`config.mk`:
```
export PLATFORM = sky130hd
export DESIGN_NAME = stb_tx_ctrl
export DESIGN_NICKNAME = d
export VERILOG_FILES = /design/src/verilog/stb_pkg.sv /design/src/verilog/stb_tx_ctrl.sv /design/src/verilog/stb_sync2.sv /design/src/verilog/stb_tx_edge.sv
export SDC_FILE = /design/constraint.sdc
export NUM_CORES = 1
export LEC_CHECK = 0
export ABC_CLOCK_PERIOD_IN_PS = 6500
export BUFFER_PORTS_ARGS = -buffer_cell sky130_fd_sc_hd__buf_2
export CORE_MARGIN = 8
export CORE_UTILIZATION = 50
export CTS_CLUSTER_DIAMETER = 150
export DETAILED_ROUTE_END_ITERATION = 12
export PLACE_DENSITY = 0.78
export SYNTH_ARGS = -nofsm -noshare
export SYNTH_HDL_FRONTEND = slang
export SYNTH_SLANG_ARGS = --single-unit
```
`constraint.sdc`:
```
create_clock -name pclk -period 6.5 [get_ports pclk]
set_clock_uncertainty 0.1 [all_clocks]
set_input_delay 1.625 -clock pclk [delete_from_list [all_inputs] [get_ports pclk]]
set_output_delay 1.625 -clock pclk [all_outputs]
set_load 0.01 [all_outputs]
```
`src/verilog/stb_pkg.sv`:
```
// Purpose: shared constants for the serial transmit pin and block-move block
// Assumes: registers are byte wide and sit in the low bits of 32-bit words
// Notes:   register indices are word indices; byte address is index times 4
package stb_pkg;

  // ----------------------------------------------------------------------
  // register map (word indices)
  // ----------------------------------------------------------------------
  localparam int          REG_IDX_W        = 7;
  localparam logic [3:0]  IDX_GLOBAL_CFG   = 4'h0;
  localparam logic [3:0]  IDX_TX_STATUS    = 4'h2;
  localparam logic [3:0]  IDX_FIFO_DATA    = 4'h3;
  localparam logic [3:0]  IDX_RX_CTRL      = 4'h5;
  localparam logic [3:0]  IDX_TXRX_CMD     = 4'h6;
  localparam logic [3:0]  IDX_TX_SLOT      = 4'h7;
  localparam logic [3:0]  IDX_RX_SLOT      = 4'h8;
  localparam logic [3:0]  IDX_CLK_EDGE     = 4'h9;
  localparam int          WINDOW_BIT       = 6;

  // ----------------------------------------------------------------------
  // field positions
  // ----------------------------------------------------------------------
  localparam int BIT_TIMESLOT_EN   = 7;
  localparam int BIT_BLOCKMOVE_EN  = 3;
  localparam int BIT_TX_RESET      = 5;
  localparam int BIT_RX_RESET      = 4;
  localparam int BIT_TX_ENABLE     = 3;
  localparam int BIT_FIRST_SEL     = 7;
  localparam int BIT_SECOND_SEL    = 6;
  localparam int BIT_SHARED_FN     = 7;
  localparam int BIT_CLK_HALVE     = 6;
  localparam int BIT_TX_EDGE       = 4;

  // ----------------------------------------------------------------------
  // reset values
  // ----------------------------------------------------------------------
  localparam logic [7:0]  RST_BYTE         = 8'h00;
  localparam logic [31:0] RST_WORD         = 32'h0000_0000;
  localparam logic        RST_IDLE_BIT     = 1'b1;

  // ----------------------------------------------------------------------
  // timing limits
  // ----------------------------------------------------------------------
  localparam int SERIAL_RATE_MAX_KHZ = 4096;
  localparam int PCLK_KHZ            = 25000;
  localparam int PCLK_PERIOD_NS      = 1000000 / PCLK_KHZ;

  // ----------------------------------------------------------------------
  // serializer states
  // ----------------------------------------------------------------------
  typedef enum logic [0:0] {
    STB_TX_IDLE  = 1'b0,
    STB_TX_SHIFT = 1'b1
  } stb_tx_state_t;

endpackage : stb_pkg

```
`src/verilog/stb_tx_ctrl.sv`:
```
// Purpose: APB register slave, block-move window, transmit FIFO, serializer
//          and transmit pin drive
// Assumes: slot_bit_active comes from highway logic on pclk; the serial
//          clock and the bus-mode pin come from outside and are synchronised
// Notes:   receive FIFO lives elsewhere; reads of the data register pop it
//
// Contract
// host reserves 16 register addresses and 64 window addresses
// block-move works only in multiplexed bus mode, set by control bit
// window access with block-move on goes to data register FIFOs
// window bit low always decodes as ordinary register access
// system clock exceeds twice the fastest serial data clock
// clock-halve select divides the data clock by two internally
// two select bits choose first, second or both transmit pins
// shared pin is second data out or active-low slot indicator
// indicator low continuously when slot feature off and first pin on
// with slot feature, indicator low only in unmasked slot bits
// setting transmitter enable starts user data on selected pins
// enabled with no pin selected: tri-state, FIFO still drains
// disabled transmitter sends ones on selected pins
// disabled: ones in slot with feature on, tri-state with it off
// host writes to the transmit FIFO work while disabled
// clearing enable does not reset; host issues transmitter reset
// edge select: 1 launches on rising edge, 0 on falling edge
// host resets transmitter after changing the edge selection
// gated clock needs one opposite edge before the first launch
// transmitter-only reset clears FIFO pointers and serializer
// outputs tri-state outside assigned slot and in masked bits
// clock edges found by sampling in pclk domain
`timescale 1ns/1ps
module stb_tx_ctrl
  import stb_pkg::*;
#(
  parameter int FIFO_DEPTH = 64,
  parameter int PTR_W      = 6
) (
  input  wire logic        pclk,
  input  wire logic        presetn,
  input  wire logic        psel,
  input  wire logic        penable,
  input  wire logic        pwrite,
  input  wire logic [31:0] paddr,
  input  wire logic [31:0] pwdata,
  output      logic [31:0] prdata,
  output      logic        pready,
  output      logic        pslverr,
  input  wire logic        muxed_bus_mode,
  input  wire logic        serial_tx_clock,
  input  wire logic        slot_bit_active,
  input  wire logic [7:0]  rx_fifo_data,
  output      logic        rx_fifo_pop,
  output      logic        tx_data_out_first,
  output      logic        tx_first_oe,
  output      logic        tx_data_out_second,
  output      logic        tx_second_oe
);

  import stb_pkg::*;

  // ----------------------------------------------------------------------
  // elaboration checks
  // ----------------------------------------------------------------------
  if (FIFO_DEPTH != (1 << PTR_W) || PTR_W < 1 || PTR_W > 7) begin : g_chk
    $error("fifo depth must be a power of two matching the pointer width");
  end

  if (PCLK_KHZ <= 2 * SERIAL_RATE_MAX_KHZ) begin : g_rate
    $error("pclk too slow for the fastest serial data clock");
  end

  localparam logic [PTR_W:0] DEPTH_V = (PTR_W+1)'(FIFO_DEPTH);

  // ----------------------------------------------------------------------
  // synchronisers and edge finder
  // ----------------------------------------------------------------------
  logic [1:0] pins_sync;
  logic       mux_mode;
  logic       txclk_lvl;
  logic       launch;
  logic       do_tx_reset;

  stb_sync2 #(.WIDTH(2)) u_sync (
    .pclk    (pclk),
    .presetn (presetn),
    .d       ({muxed_bus_mode, serial_tx_clock}),
    .q       (pins_sync)
  );
  assign mux_mode  = pins_sync[1];
  assign txclk_lvl = pins_sync[0];

  logic [7:0] reg_global;
  logic [7:0] reg_rx_ctrl;
  logic [7:0] reg_tx_slot;
  logic [7:0] reg_rx_slot;
  logic [7:0] reg_clk_edge;
  logic       tx_enable;

  stb_tx_edge u_edge (
    .pclk       (pclk),
    .presetn    (presetn),
    .clk_level  (txclk_lvl),
    .halve      (reg_rx_slot[BIT_CLK_HALVE]),
    .rising_sel (reg_clk_edge[BIT_TX_EDGE]),
    .restart    (do_tx_reset),
    .launch     (launch)
  );

  // ----------------------------------------------------------------------
  // address decode
  // ----------------------------------------------------------------------
  logic [REG_IDX_W-1:0] idx;
  logic                 addr_ok;
  logic                 in_window;
  logic                 win_hit;
  logic [3:0]           eff_idx;
  logic                 dec_err;
  logic                 xfer_done;
  logic                 wr_ok;
  logic                 soft_reset;
  logic                 do_push;

  assign idx       = paddr[REG_IDX_W+1:2];
  assign addr_ok   = (paddr[31:REG_IDX_W+2] == '0) && (paddr[1:0] == 2'b00);
  assign in_window = idx[WINDOW_BIT];
  // window only translates with block-move on and the bus multiplexed
  assign win_hit   = in_window & reg_global[BIT_BLOCKMOVE_EN]
                     & mux_mode;                         // see
  always_comb begin
    if (!addr_ok) begin
      eff_idx = 4'h0;
      dec_err = 1'b1;
    end else if (win_hit) begin
      eff_idx = IDX_FIFO_DATA;                           // see
      dec_err = 1'b0;
    end else if (!in_window && idx[5:4] == 2'b00) begin
      eff_idx = idx[3:0];
      dec_err = 1'b0;
    end else begin
      eff_idx = 4'h0;
      dec_err = 1'b1;
    end
  end

  assign xfer_done   = psel & penable & pready;
  assign wr_ok       = xfer_done & pwrite & ~dec_err;
  assign soft_reset  = wr_ok && eff_idx == IDX_TXRX_CMD
                       && pwdata[BIT_TX_RESET] && pwdata[BIT_RX_RESET];
  assign do_tx_reset = soft_reset || (wr_ok && eff_idx == IDX_TXRX_CMD
                       && pwdata[BIT_TX_RESET]
                       && !pwdata[BIT_RX_RESET]);        // see
  assign do_push     = wr_ok && eff_idx == IDX_FIFO_DATA;

  // ----------------------------------------------------------------------
  // register file and bus answer
  // ----------------------------------------------------------------------
  logic [PTR_W:0] fifo_cnt;
  logic [7:0]     next_global;
  logic [7:0]     next_rx_ctrl;
  logic [7:0]     next_tx_slot;
  logic [7:0]     next_rx_slot;
  logic [7:0]     next_clk_edge;
  logic           next_tx_enable;
  logic           next_pready;
  logic [31:0]    next_prdata;
  logic           next_pslverr;
  logic           next_rx_pop;
  logic [PTR_W:0] free_space;

  assign free_space = DEPTH_V - fifo_cnt;

  always_comb begin
    next_global    = reg_global;
    next_rx_ctrl   = reg_rx_ctrl;
    next_tx_slot   = reg_tx_slot;
    next_rx_slot   = reg_rx_slot;
    next_clk_edge  = reg_clk_edge;
    next_tx_enable = tx_enable;
    next_prdata    = prdata;
    next_pslverr   = pslverr;
    // one wait state keeps read data and error straight from flops
    next_pready    = psel & penable & ~pready;
    next_rx_pop    = xfer_done & ~pwrite & ~dec_err
                     & (eff_idx == IDX_FIFO_DATA);
    if (psel && penable && !pready) begin
      next_pslverr = dec_err;
      next_prdata  = RST_WORD;
      if (!dec_err && !pwrite) begin
        if (eff_idx == IDX_GLOBAL_CFG) begin
          next_prdata[7:0] = reg_global;
        end else if (eff_idx == IDX_TX_STATUS) begin
          next_prdata[PTR_W:0] = free_space;
        end else if (eff_idx == IDX_FIFO_DATA) begin
          next_prdata[7:0] = rx_fifo_data;
        end else if (eff_idx == IDX_RX_CTRL) begin
          next_prdata[7:0] = reg_rx_ctrl;
        end else if (eff_idx == IDX_TXRX_CMD) begin
          next_prdata[BIT_TX_ENABLE] = tx_enable;
        end else if (eff_idx == IDX_TX_SLOT) begin
          next_prdata[7:0] = reg_tx_slot;
        end else if (eff_idx == IDX_RX_SLOT) begin
          next_prdata[7:0] = reg_rx_slot;
        end else if (eff_idx == IDX_CLK_EDGE) begin
          next_prdata[7:0] = reg_clk_edge;
        end
      end
    end
    if (soft_reset) begin
      next_global    = RST_BYTE;
      next_rx_ctrl   = RST_BYTE;
      next_tx_slot   = RST_BYTE;
      next_rx_slot   = RST_BYTE;
      next_clk_edge  = RST_BYTE;
      next_tx_enable = 1'b0;
    end else if (wr_ok) begin
      if (eff_idx == IDX_GLOBAL_CFG) begin
        next_global = pwdata[7:0];
      end else if (eff_idx == IDX_RX_CTRL) begin
        next_rx_ctrl = pwdata[7:0];
      end else if (eff_idx == IDX_TXRX_CMD) begin
        // clearing enable leaves FIFO, shift register and state untouched; the output bit goes idle
        next_tx_enable = pwdata[BIT_TX_ENABLE];          // see
      end else if (eff_idx == IDX_TX_SLOT) begin
        next_tx_slot = pwdata[7:0];
      end else if (eff_idx == IDX_RX_SLOT) begin
        next_rx_slot = pwdata[7:0];
      end else if (eff_idx == IDX_CLK_EDGE) begin
        next_clk_edge = pwdata[7:0];                     // see
      end
    end
  end

  always_ff @(posedge pclk or negedge presetn) begin
    if (!presetn) begin
      reg_global   <= RST_BYTE;
      reg_rx_ctrl  <= RST_BYTE;
      reg_tx_slot  <= RST_BYTE;
      reg_rx_slot  <= RST_BYTE;
      reg_clk_edge <= RST_BYTE;
      tx_enable    <= 1'b0;
      pready       <= 1'b0;
      prdata       <= RST_WORD;
      pslverr      <= 1'b0;
      rx_fifo_pop  <= 1'b0;
    end else begin
      reg_global   <= next_global;
      reg_rx_ctrl  <= next_rx_ctrl;
      reg_tx_slot  <= next_tx_slot;
      reg_rx_slot  <= next_rx_slot;
      reg_clk_edge <= next_clk_edge;
      tx_enable    <= next_tx_enable;
      pready       <= next_pready;
      prdata       <= next_prdata;
      pslverr      <= next_pslverr;
      rx_fifo_pop  <= next_rx_pop;
    end
  end

  // ----------------------------------------------------------------------
  // transmit FIFO and serializer
  // ----------------------------------------------------------------------
  logic [7:0]     mem [FIFO_DEPTH];
  logic [7:0]     next_mem [FIFO_DEPTH];
  logic [PTR_W-1:0] wr_ptr;
  logic [PTR_W-1:0] rd_ptr;
  logic [PTR_W-1:0] next_wr_ptr;
  logic [PTR_W-1:0] next_rd_ptr;
  logic [PTR_W:0]   next_cnt;
  logic [7:0]       shreg;
  logic [7:0]       next_shreg;
  logic [2:0]       bits_left;
  logic [2:0]       next_bits_left;
  logic             tx_bit;
  logic             next_tx_bit;
  stb_tx_state_t    tx_state;
  stb_tx_state_t    next_tx_state;
  logic             hwy_on;
  logic             shift_now;
  logic             pop;

  assign hwy_on    = reg_global[BIT_TIMESLOT_EN];
  // shifting ignores pin selection, so an unrouted stream still drains
  assign shift_now = launch & tx_enable
                     & (~hwy_on | slot_bit_active);      // see

  always_comb begin
    next_mem       = mem;
    next_wr_ptr    = wr_ptr;
    next_rd_ptr    = rd_ptr;
    next_shreg     = shreg;
    next_bits_left = bits_left;
    next_tx_bit    = tx_bit;
    next_tx_state  = tx_state;
    pop            = 1'b0;
    if (!tx_enable) begin
      next_tx_bit = RST_IDLE_BIT;
    end else if (shift_now) begin
      case (tx_state)
        STB_TX_IDLE: begin
          if (fifo_cnt != '0) begin
            pop            = 1'b1;
            next_tx_bit    = mem[rd_ptr][0];
            next_shreg     = {1'b0, mem[rd_ptr][7:1]};
            next_bits_left = 3'h7;
            next_rd_ptr    = rd_ptr + 1'b1;
            next_tx_state  = STB_TX_SHIFT;
          end else begin
            next_tx_bit = RST_IDLE_BIT;
          end
        end
        STB_TX_SHIFT: begin
          next_tx_bit    = shreg[0];
          next_shreg     = {1'b0, shreg[7:1]};
          next_bits_left = bits_left - 1'b1;
          if (bits_left == 3'h1) begin
            next_tx_state = STB_TX_IDLE;
          end
        end
        default: next_tx_state = STB_TX_IDLE;
      endcase
    end
    next_cnt = fifo_cnt - {{PTR_W{1'b0}}, pop};
    if (do_push) begin
      if (fifo_cnt == DEPTH_V && !pop) begin
        // overrun rewrites the newest byte instead of growing
        next_mem[wr_ptr - 1'b1] = pwdata[7:0];
      end else begin
        next_mem[wr_ptr] = pwdata[7:0];
        next_wr_ptr      = wr_ptr + 1'b1;
        next_cnt         = next_cnt + 1'b1;
      end
    end
    if (do_tx_reset) begin
      next_wr_ptr    = '0;
      next_rd_ptr    = '0;
      next_cnt       = '0;
      next_bits_left = 3'h0;
      next_tx_bit    = RST_IDLE_BIT;
      next_tx_state  = STB_TX_IDLE;
    end
  end

  for (genvar i = 0; i < FIFO_DEPTH; i++) begin : g_mem
    always_ff @(posedge pclk or negedge presetn) begin
      if (!presetn) begin
        mem[i] <= RST_BYTE;
      end else begin
        mem[i] <= next_mem[i];
      end
    end
  end

  always_ff @(posedge pclk or negedge presetn) begin
    if (!presetn) begin
      wr_ptr    <= '0;
      rd_ptr    <= '0;
      fifo_cnt  <= '0;
      shreg     <= RST_BYTE;
      bits_left <= 3'h0;
      tx_bit    <= RST_IDLE_BIT;
      tx_state  <= STB_TX_IDLE;
    end else begin
      wr_ptr    <= next_wr_ptr;
      rd_ptr    <= next_rd_ptr;
      fifo_cnt  <= next_cnt;
      shreg     <= next_shreg;
      bits_left <= next_bits_left;
      tx_bit    <= next_tx_bit;
      tx_state  <= next_tx_state;
    end
  end

  // ----------------------------------------------------------------------
  // pin drive
  // ----------------------------------------------------------------------
  logic sel_first;
  logic sel_second;
  logic shared_ind;
  logic in_slot;
  logic may_drive;
  logic next_out_first;
  logic next_oe_first;
  logic next_out_second;
  logic next_oe_second;

  assign sel_first  = reg_tx_slot[BIT_FIRST_SEL];
  assign sel_second = reg_tx_slot[BIT_SECOND_SEL];
  assign shared_ind = reg_rx_ctrl[BIT_SHARED_FN];
  assign in_slot    = ~hwy_on | slot_bit_active;
  // disabled and no slot feature means no drive on the data pins
  assign may_drive  = tx_enable | hwy_on;

  always_comb begin
    next_oe_first   = sel_first & in_slot & may_drive;   // see
    next_out_first  = tx_enable ? tx_bit : RST_IDLE_BIT;
    if (shared_ind) begin
      // indicator drives always; second-pin select is ignored
      next_oe_second  = 1'b1;
      next_out_second = ~(sel_first & in_slot);          // see
    end else begin
      next_oe_second  = sel_second & in_slot & may_drive;
      next_out_second = next_out_first;
    end
  end

  always_ff @(posedge pclk or negedge presetn) begin
    if (!presetn) begin
      tx_data_out_first  <= RST_IDLE_BIT;
      tx_first_oe        <= 1'b0;
      tx_data_out_second <= RST_IDLE_BIT;
      tx_second_oe       <= 1'b0;
    end else begin
      tx_data_out_first  <= next_out_first;
      tx_first_oe        <= next_oe_first;
      tx_data_out_second <= next_out_second;
      tx_second_oe       <= next_oe_second;
    end
  end

endmodule : stb_tx_ctrl

```
`src/verilog/stb_sync2.sv`:
```
// Purpose: two-flop synchroniser for levels arriving from outside pclk
// Assumes: each bit is an independent level
// Notes:   only the second stage is visible to logic
`timescale 1ns/1ps
module stb_sync2 #(
  parameter int WIDTH = 1
) (
  input  wire logic             pclk,
  input  wire logic             presetn,
  input  wire logic [WIDTH-1:0] d,
  output      logic [WIDTH-1:0] q
);

  logic [WIDTH-1:0] stage1;

  always_ff @(posedge pclk or negedge presetn) begin
    if (!presetn) begin
      stage1 <= '0;
      q      <= '0;
    end else begin
      stage1 <= d;
      q      <= stage1;
    end
  end

endmodule : stb_sync2

```
`src/verilog/stb_tx_edge.sv`:
```
// Purpose: find the programmed launch edge of the sampled transmit clock
// Assumes: clk_level is already synchronised to pclk
// Notes:   launch is a one-cycle pulse; halving counts rising edges
`timescale 1ns/1ps
module stb_tx_edge (
  input  wire logic pclk,
  input  wire logic presetn,
  input  wire logic clk_level,
  input  wire logic halve,
  input  wire logic rising_sel,
  input  wire logic restart,
  output      logic launch
);

  logic prev;
  logic div;
  logic armed;
  logic next_div;
  logic next_armed;
  logic next_launch;
  logic rise;
  logic fall;
  logic eff_rise;
  logic eff_fall;
  logic want;
  logic opp;

  always_comb begin
    rise        = clk_level & ~prev;
    fall        = ~clk_level & prev;
    // halved clock rises on every other raw rising edge
    eff_rise    = halve ? (rise & ~div) : rise;
    eff_fall    = halve ? (rise & div) : fall;
    want        = rising_sel ? eff_rise : eff_fall;
    opp         = rising_sel ? eff_fall : eff_rise;
    next_div    = restart ? 1'b0 : (div ^ rise);
    // a launch edge counts only after one opposite edge was seen
    next_armed  = restart ? 1'b0 : (armed | opp);
    next_launch = want & armed & ~restart;
  end

  always_ff @(posedge pclk or negedge presetn) begin
    if (!presetn) begin
      prev   <= 1'b0;
      div    <= 1'b0;
      armed  <= 1'b0;
      launch <= 1'b0;
    end else begin
      prev   <= clk_level;
      div    <= next_div;
      armed  <= next_armed;
      launch <= next_launch;
    end
  end

endmodule : stb_tx_edge

```
* After elaboration in Yosys (flattened, before gate mapping)
Index checks and enable logic that the tools add are counted.
Operators by class: muxes and demuxes 102, bitwise gates (word level) 39, equal/unequal tests 19, $add $sub $neg 7, reduce and logical (&&, ||, !) cells 47, order comparisons 5
Operators by type and width (number):
- bitwise mux 512 bit | 2
- two-way mux 512 bit | 1
- two-way mux 8 bit | 40
- demux 8 bit (select 6 bit) | 2
- binary-select mux 8 bit (select 6 bit) | 1
- two-way mux 6 bit | 8
- two-way mux 1 bit | 31
- two-way mux 7 bit | 4
- logical NOT 23 bit | 1
- bitwise AND 1 bit | 22
- nonzero test 2 bit | 11
- >= comparator 7 bit (second input constant) | 3
- inverter 6 -> 7 bit | 3
- two-way mux 4 bit | 4
- one-hot mux 8 bit (2 select lines) | 1
- two-way mux 3 bit | 5
- less-than comparator 7 x 1 -> 1 bit (second input constant) | 2
- logical AND 1 bit | 13
- adder 6 x 1 -> 6 bit (second input constant) | 2
- equality test 4 x 3 -> 1 bit (second input constant) | 3
- inequality test 2 bit (second input constant) | 6
- inverter 1 bit | 10
- AND reduction 3 bit | 3
- equality test 4 x 2 -> 1 bit (second input constant) | 2
- other kinds (25) | 39
Word-level totals: bits of input ports 80, register bits 608, word-level logic and storage cells 310

* Logic depth before layout (Yosys ltp)
word-level depth 15, gate-level depth with buffers 15, depth with buffers taken out 13

* Cells and area by module
A second synthesis with hierarchy kept.
Unflattened totals: cell total of the unflattened synthesis 2464, area total of the unflattened synthesis 30376.6 um2
Modules (own cells, without submodules):
- stb_tx_ctrl | area an instance 30025.0 um2, sequential area each 14993.1 um2, cells each 2440, instances 1
- stb_tx_edge | area an instance 251.5 um2, sequential area each 100.1 um2, cells each 20, instances 1
- stb_sync2 | area an instance 100.1 um2, sequential area each 100.1 um2, cells each 4, instances 1

* Worst setup path after synthesis
No wires, ideal clock.
path kind input to register, from in paddr[7], to reg mem[344] (netlist bit), setup time 125 ps, slack 2213 ps, arrival 4063 ps, path buffers 1, stages on the path 7, required time 6275 ps, cell sequence or3_4 a21oi_4 nor3b_4 or4b_2 buf_6 o32ai_4 mux2_2
On the way: word-level cells in the longest chain between the ends 8, elaborated cells on any way between the ends 12, those cells by class eq/ne: 1; mux: 6; bitwise: 2; reduce/logical: 3
Ends and longest elaborated chain:
- from (decl) | RTL line stb_tx_ctrl.sv:42 | input wire logic [31:0] paddr,
- logical NOT 2 bit (*) | RTL line stb_tx_ctrl.sv:135 | end else if (!in_window && idx[5:4] == 2'b00) begin
- logical AND 1 bit (*) | RTL line stb_tx_ctrl.sv:135
- branches (longest 5 deep; another with two-way mux 4 bit)
- logical AND 1 bit (*) | RTL line stb_tx_ctrl.sv:151 | assign do_push = wr_ok && eff_idx == IDX_FIFO_DATA;
- to (signal, indexed assignment) | RTL line stb_tx_ctrl.sv:347 | mem[i] <= next_mem[i];
- to (decl) | RTL line stb_tx_ctrl.sv:261 | logic [7:0] mem [FIFO_DEPTH];
Every way passes the cells marked *. A chain may end at the register's enable or synchronous reset.

* Worst setup path after layout
from in paddr[13], to reg mem[89] (netlist bit)
On the way: word-level cells in the longest chain between the ends 6, elaborated cells on any way between the ends 8, those cells by class eq/ne: 1; mux: 2; bitwise: 2; reduce/logical: 3
Ends and longest elaborated chain:
- logical NOT 23 bit (*) | RTL line stb_tx_ctrl.sv:123 | assign addr_ok = (paddr[31:REG_IDX_W+2] == '0) && (paddr[1:0] == 2'b00);
- logical AND 1 bit (*) | RTL line stb_tx_ctrl.sv:123
- branches (longest 3 deep; another with two-way mux 4 bit)
- logical AND 1 bit (*) | RTL line stb_tx_ctrl.sv:151
Marked as above.

==> impl_metrics.sql <==
INSERT INTO impl_metrics (metric_group, metric, value, unit) VALUES
('outcome', 'run_status', 'finished, final reports clean', ''),
('global_routing', 'vias_in_the_first_global_route', '20176', ''),
('sta', 'worst-slew-pin-transition', '1.33', 'ns'),
('placed_design', 'port_buffers', '70', ''),
('cells_and_area', 'fillers', '4675', ''),
('clock_tree', 'clkTransAtPathRegs', '0.06', 'ns'),
('clock_tree', 'clock_tree.root_cell', 'clkbuf_16', ''),
('setup_path', 'start_kind', 'input pin', ''),
('setup_path', 'worst-endpoint-required', '6.91', 'ns'),
('global_routing', 'antenna_found_initial', '0', ''),
('routing', 'drc', '0', ''),
('clock_tree', 'clk_path_buf_depth', '3', ''),
('setup_path', 'critPathKind', 'in2reg', ''),
('placed_design', 'gpl.final_weighted_congestion', '0.946', ''),
('clock_tree', 'cts.repair_timing.setup_buffer_count', '0', ''),
('setup_path', 'worst-path-max-fanout', '16', ''),
('routing', 'viasPerCell', '6.30', ''),
('setup_path', 'endpoint_kind', 'flop', ''),
('floorplan', 'top_level_ports', '119', ''),
('synth', 'synth_simple_gate_area_share', '0.0660', ''),
('global_routing', 'global_route.overflow_total', '0', ''),
('global_routing', 'all_layer_gr_usage', '0.219', ''),
('placed_design', 'detailedPlace.worstSlack', '0.889', 'ns'),
('routing', 'drt-pass1-iter-count', '7', ''),
('clock_tree', 'clkSinkCount', '607', ''),
('sta', 'report.final.setup_viol', '0', ''),
('sta', 'tns_setup', '0', 'ns'),
('cells_and_area', 'area_delta_synth_final', '10.3', '%'),
('cells_and_area', 'final_nets', '2286', ''),
('flow_run', 'cap_violations', '0', ''),
('synth', 'post_synth_instance_area', '30000', 'um^2'),
('floorplan', 'die_area', '68200', 'um^2'),
('floorplan', 'die_extent_in_y', '261', 'um'),
('sta', 'timing.final.crit_period', '5.04', 'ns'),
('sta', 'timing.final.ws_setup', '1.46', 'ns'),
('cells_and_area', 'n_antenna_cell', '0', ''),
('clock_tree', 'cts_tree', 'built', ''),
('synth', 'count_of_flip_flops_with_a_built_in_enable_after_synthesis', '0', ''),
('routing', 'routed-via-count', '19043', ''),
('synth', 'compound_cell_area_share_of_the_yosys_netlist', '0.0894', ''),
('synth', 'syn-mean-instance-area', '13.7', 'um^2'),
('global_routing', 'grt_start_max_net_pins', '199', ''),
('setup_path', 'crit_buf_inv', '1', ''),
('routing', 'route.final.wire_length', '74.1', 'mm'),
('sta', 'final_period_util', '0.776', ''),
('cells_and_area', 'layout-drive-gt1-share', '0.401', ''),
('clock_tree', 'cts_max_level', '2', ''),
('setup_path', 'arrival', '5.45', 'ns'),
('clock_tree', 'ctsResizeCount', '0', ''),
('synth', 'ys_seq_area_frac', '0.506', ''),
('sta', 'max_freq', '198', 'MHz'),
('pwr', 'vdd_drop_max', '0.000265', 'V'),
('setup_path', 'critical_path.top_delay_family', 'simple AND/OR/NAND/NOR gates', ''),
('setup_path', 'crit_path_cell_chain', 'buf_2 -> nor4_1 -> nand4_1 -> nor3b_4 -> nand4_4 -> o32ai_2 -> mux2_2', ''),
('floorplan', 'floorplan.initialDensity', '0.501', ''),
('sta', 'max_slew_headroom_at_the_worst_pin', '0.114', ''),
('sta', 'slew_viol_final', '0', ''),
('routing', 'detailedRoute.firstIterationViolations', '2019', ''),
('floorplan', 'row_count', '90', ''),
('sta', 'report.final.hold_viol_count', '0', ''),
('sta', 'rsz0062_at_grt', 'false', ''),
('synth', 'synth_flop_cell', 'dfrtp_1', ''),
('synth', 'synth_top_family_by_area', 'multiplexers', ''),
('clock_tree', 'cts_hold_repair.buffers', '0', ''),
('synth', 'syn_inst', '2186', ''),
('min_path', 'timing.hold.worst.class', 'reg2reg', ''),
('floorplan', 'die_w', '261', 'um'),
('floorplan', 'core_area', '59900', 'um^2'),
('global_routing', 'grt_pass1_wl', '118', 'mm'),
('routing', 'detailed_route_wire_length_per_cell', '24.5', 'um'),
('synth', 'synthAdderAreaFrac', '0.00458', ''),
('synth', 'postSynthRegisterBits', '607', ''),
('clock_tree', 'cts-buffers-inserted', '61', ''),
('routing', 'antenna_left', '0', ''),
('placed_design', 'dp_hpwl', '47.7', 'mm'),
('synth', 'synth_async_sr_flop_share', '1.00', ''),
('setup_path', 'timing.critical_path.slowest_cell_delay', '0.89', 'ns'),
('pwr', 'power.static_leakage', '15.0', 'nW'),
('synth', 'synth_xor_xnor_area_share', '0.00787', ''),
('pwr', 'power_density', '233', 'nW/um^2'),
('synth', 'ys.warnings.count', '0', ''),
('clock_tree', 'clkLatencyLatePin', '0.64', 'ns'),
('synth', 'netlist-cell-type-count', '80', ''),
('setup_path', 'crit_slowest_cell', 'o32ai_2', ''),
('synth', 'muxShareOfSynthArea', '0.297', '');
-- cell families (layout without fill, tap and decap cells) --
logic type / after synthesis / in the layout
muxes: 711 / 711
DFF: 607 / 607
buffers and inverters: 195 / 229
xor gates and xnor gates: 27 / 27
AOI/OAI and AO/OA: 275 / 275
and+or+nand+nor: 359 / 359
other: 1 / 24
adders and majority gates: 11 / 11
-- worst reg2reg max path: cells and delay by family (launching register included) --
family	cells	cell delay, ns
flops	1	0.40
buf+inv	2	0.52
fa+ha+maj	3	0.78
simple gates	5	1.84
compound gates	1	0.44
xor+xnor	1	0.22
-- state kept, by name (all words and copies together) (netlist names), 2 cells and up --
signal         flops
bits_left          3
fifo_cnt           7
mem              512
prdata             8
rd_ptr             6
reg_clk_edge       8
reg_global         8
reg_rx_ctrl        8
reg_rx_slot        8
reg_tx_slot        8
shreg              7
u_sync.q           2
u_sync.stage1      2
wr_ptr             6
-- final timing paths --
check                                           start               endpoint  slack (ns)  depth (start not counted)
hold / removal             u_sync.stage1[0]$_DFF_PN0_  u_sync.q[0]$_DFF_PN0_        0.25                          0
max in group asynchronous                     presetn  rd_ptr[0]$_DFFE_PN0P_        3.83                          2
hold reg to reg            u_sync.stage1[0]$_DFF_PN0_  u_sync.q[0]$_DFF_PN0_        0.25                          0
setup reg to reg                fifo_cnt[0]$_DFF_PN0_  fifo_cnt[6]$_DFF_PN0_        2.10                         12
min in group asynchronous                     presetn   mem[410]$_DFFE_PN0P_        0.92                          1
setup / recovery                            paddr[13]    mem[89]$_DFFE_PN0P_        1.46                          7
-- per-stage QoR --
step	total power, mW	cells	hold slack, ns	utilization	instance area (um^2)
final	7.70	3025	0.254	0.553	33100
after global placement	4.04	2914	0.240	0.517	31000
after detailed placement	4.05	2914	0.238	0.517	31000
after global routing	7.94	3025	0.268	0.553	33100
after floorplan	3.93	2209	0.231	-	30100
after CTS	7.77	3025	0.261	0.553	33100
-- layout by cell type (no fill, tap or decap), types with 8 or more instances in the layout --
cell type / count
buf_2: 69
mux2i_1: 84
xnor2_1: 13
buf_4: 25
o22ai_1: 43
nor3b_1: 9
or3_1: 8
dfrtp_1: 601
clkinv_2: 13
nand4_1: 16
a21oi_1: 41
nand2b_1: 13
mux2_2: 512
clkbuf_8: 14
o22ai_4: 15
o32ai_4: 27
nand4_4: 8
nor2b_1: 9
ha_1: 11
inv_1: 16
a22o_1: 16
o221ai_1: 8
clkbuf_16: 62
nand2_1: 87
a22oi_1: 27
nor2_1: 75
mux2_4: 8
nand3_1: 50
o21ai_0: 29
bufinv_16: 8
mux4_2: 89
xor2_1: 14
nor4_1: 13
a211oi_1: 18
conb_1: 24
nor3_1: 24
mux2_1: 18
-- area by class of cell --
type,count,area (um^2),area share
Multi-Input combinational cell,1407,14100,0.425
Inverter,18,67.6,0.00204
Clock inverter,30,387,0.0117
Sequential cell,607,15200,0.459
Clock buffer,81,1760,0.0532
Tap cell,782,978,0.0295
Timing Repair Buffer,100,648,0.0196
-- metal layers --
metal  wire [um]  GRT usage  up-vias
met5           0          0        -
met4        2430     0.0733        0
li1            -          -     8165
met3        5670     0.0466      166
met2       34700      0.351      758
met1       31300      0.296     9954
-- cell usage after synthesis, types with 8 or more instances --
cell type,instances,area [um^2]
a211oi_1,18,135
a21oi_1,41,205
a22o_1,16,140
a22oi_1,27,203
buf_1,25,93.8
buf_2,12,60.1
buf_4,25,188
clkbuf_1,112,420
dfrtp_1,604,15100
ha_1,11,138
inv_1,16,60.1
mux2_1,18,203
mux2_2,512,5770
mux2_4,8,120
mux2i_1,84,841
mux4_2,89,2000
nand2_1,87,327
nand2b_1,13,81.3
nand3_1,50,250
nand4_1,16,100
nand4_4,8,170
nor2_1,76,285
nor2b_1,10,62.6
nor3_1,24,120
nor3b_1,9,67.6
nor4_1,14,87.6
o21ai_0,29,145
o221ai_1,8,70.1
o22ai_1,43,269
o22ai_4,15,300
o32ai_4,27,743
or3_1,8,50.1
xnor2_1,13,114
xor2_1,14,123
-- power by group --
part           switching [mW]  total [mW]  internal, mW
Clock                    1.51        3.73          2.22
Sequential            0.00387        3.79          3.78
Combinational           0.158       0.190        0.0324
No activity file was read; power rests on OpenSTA's default activity.
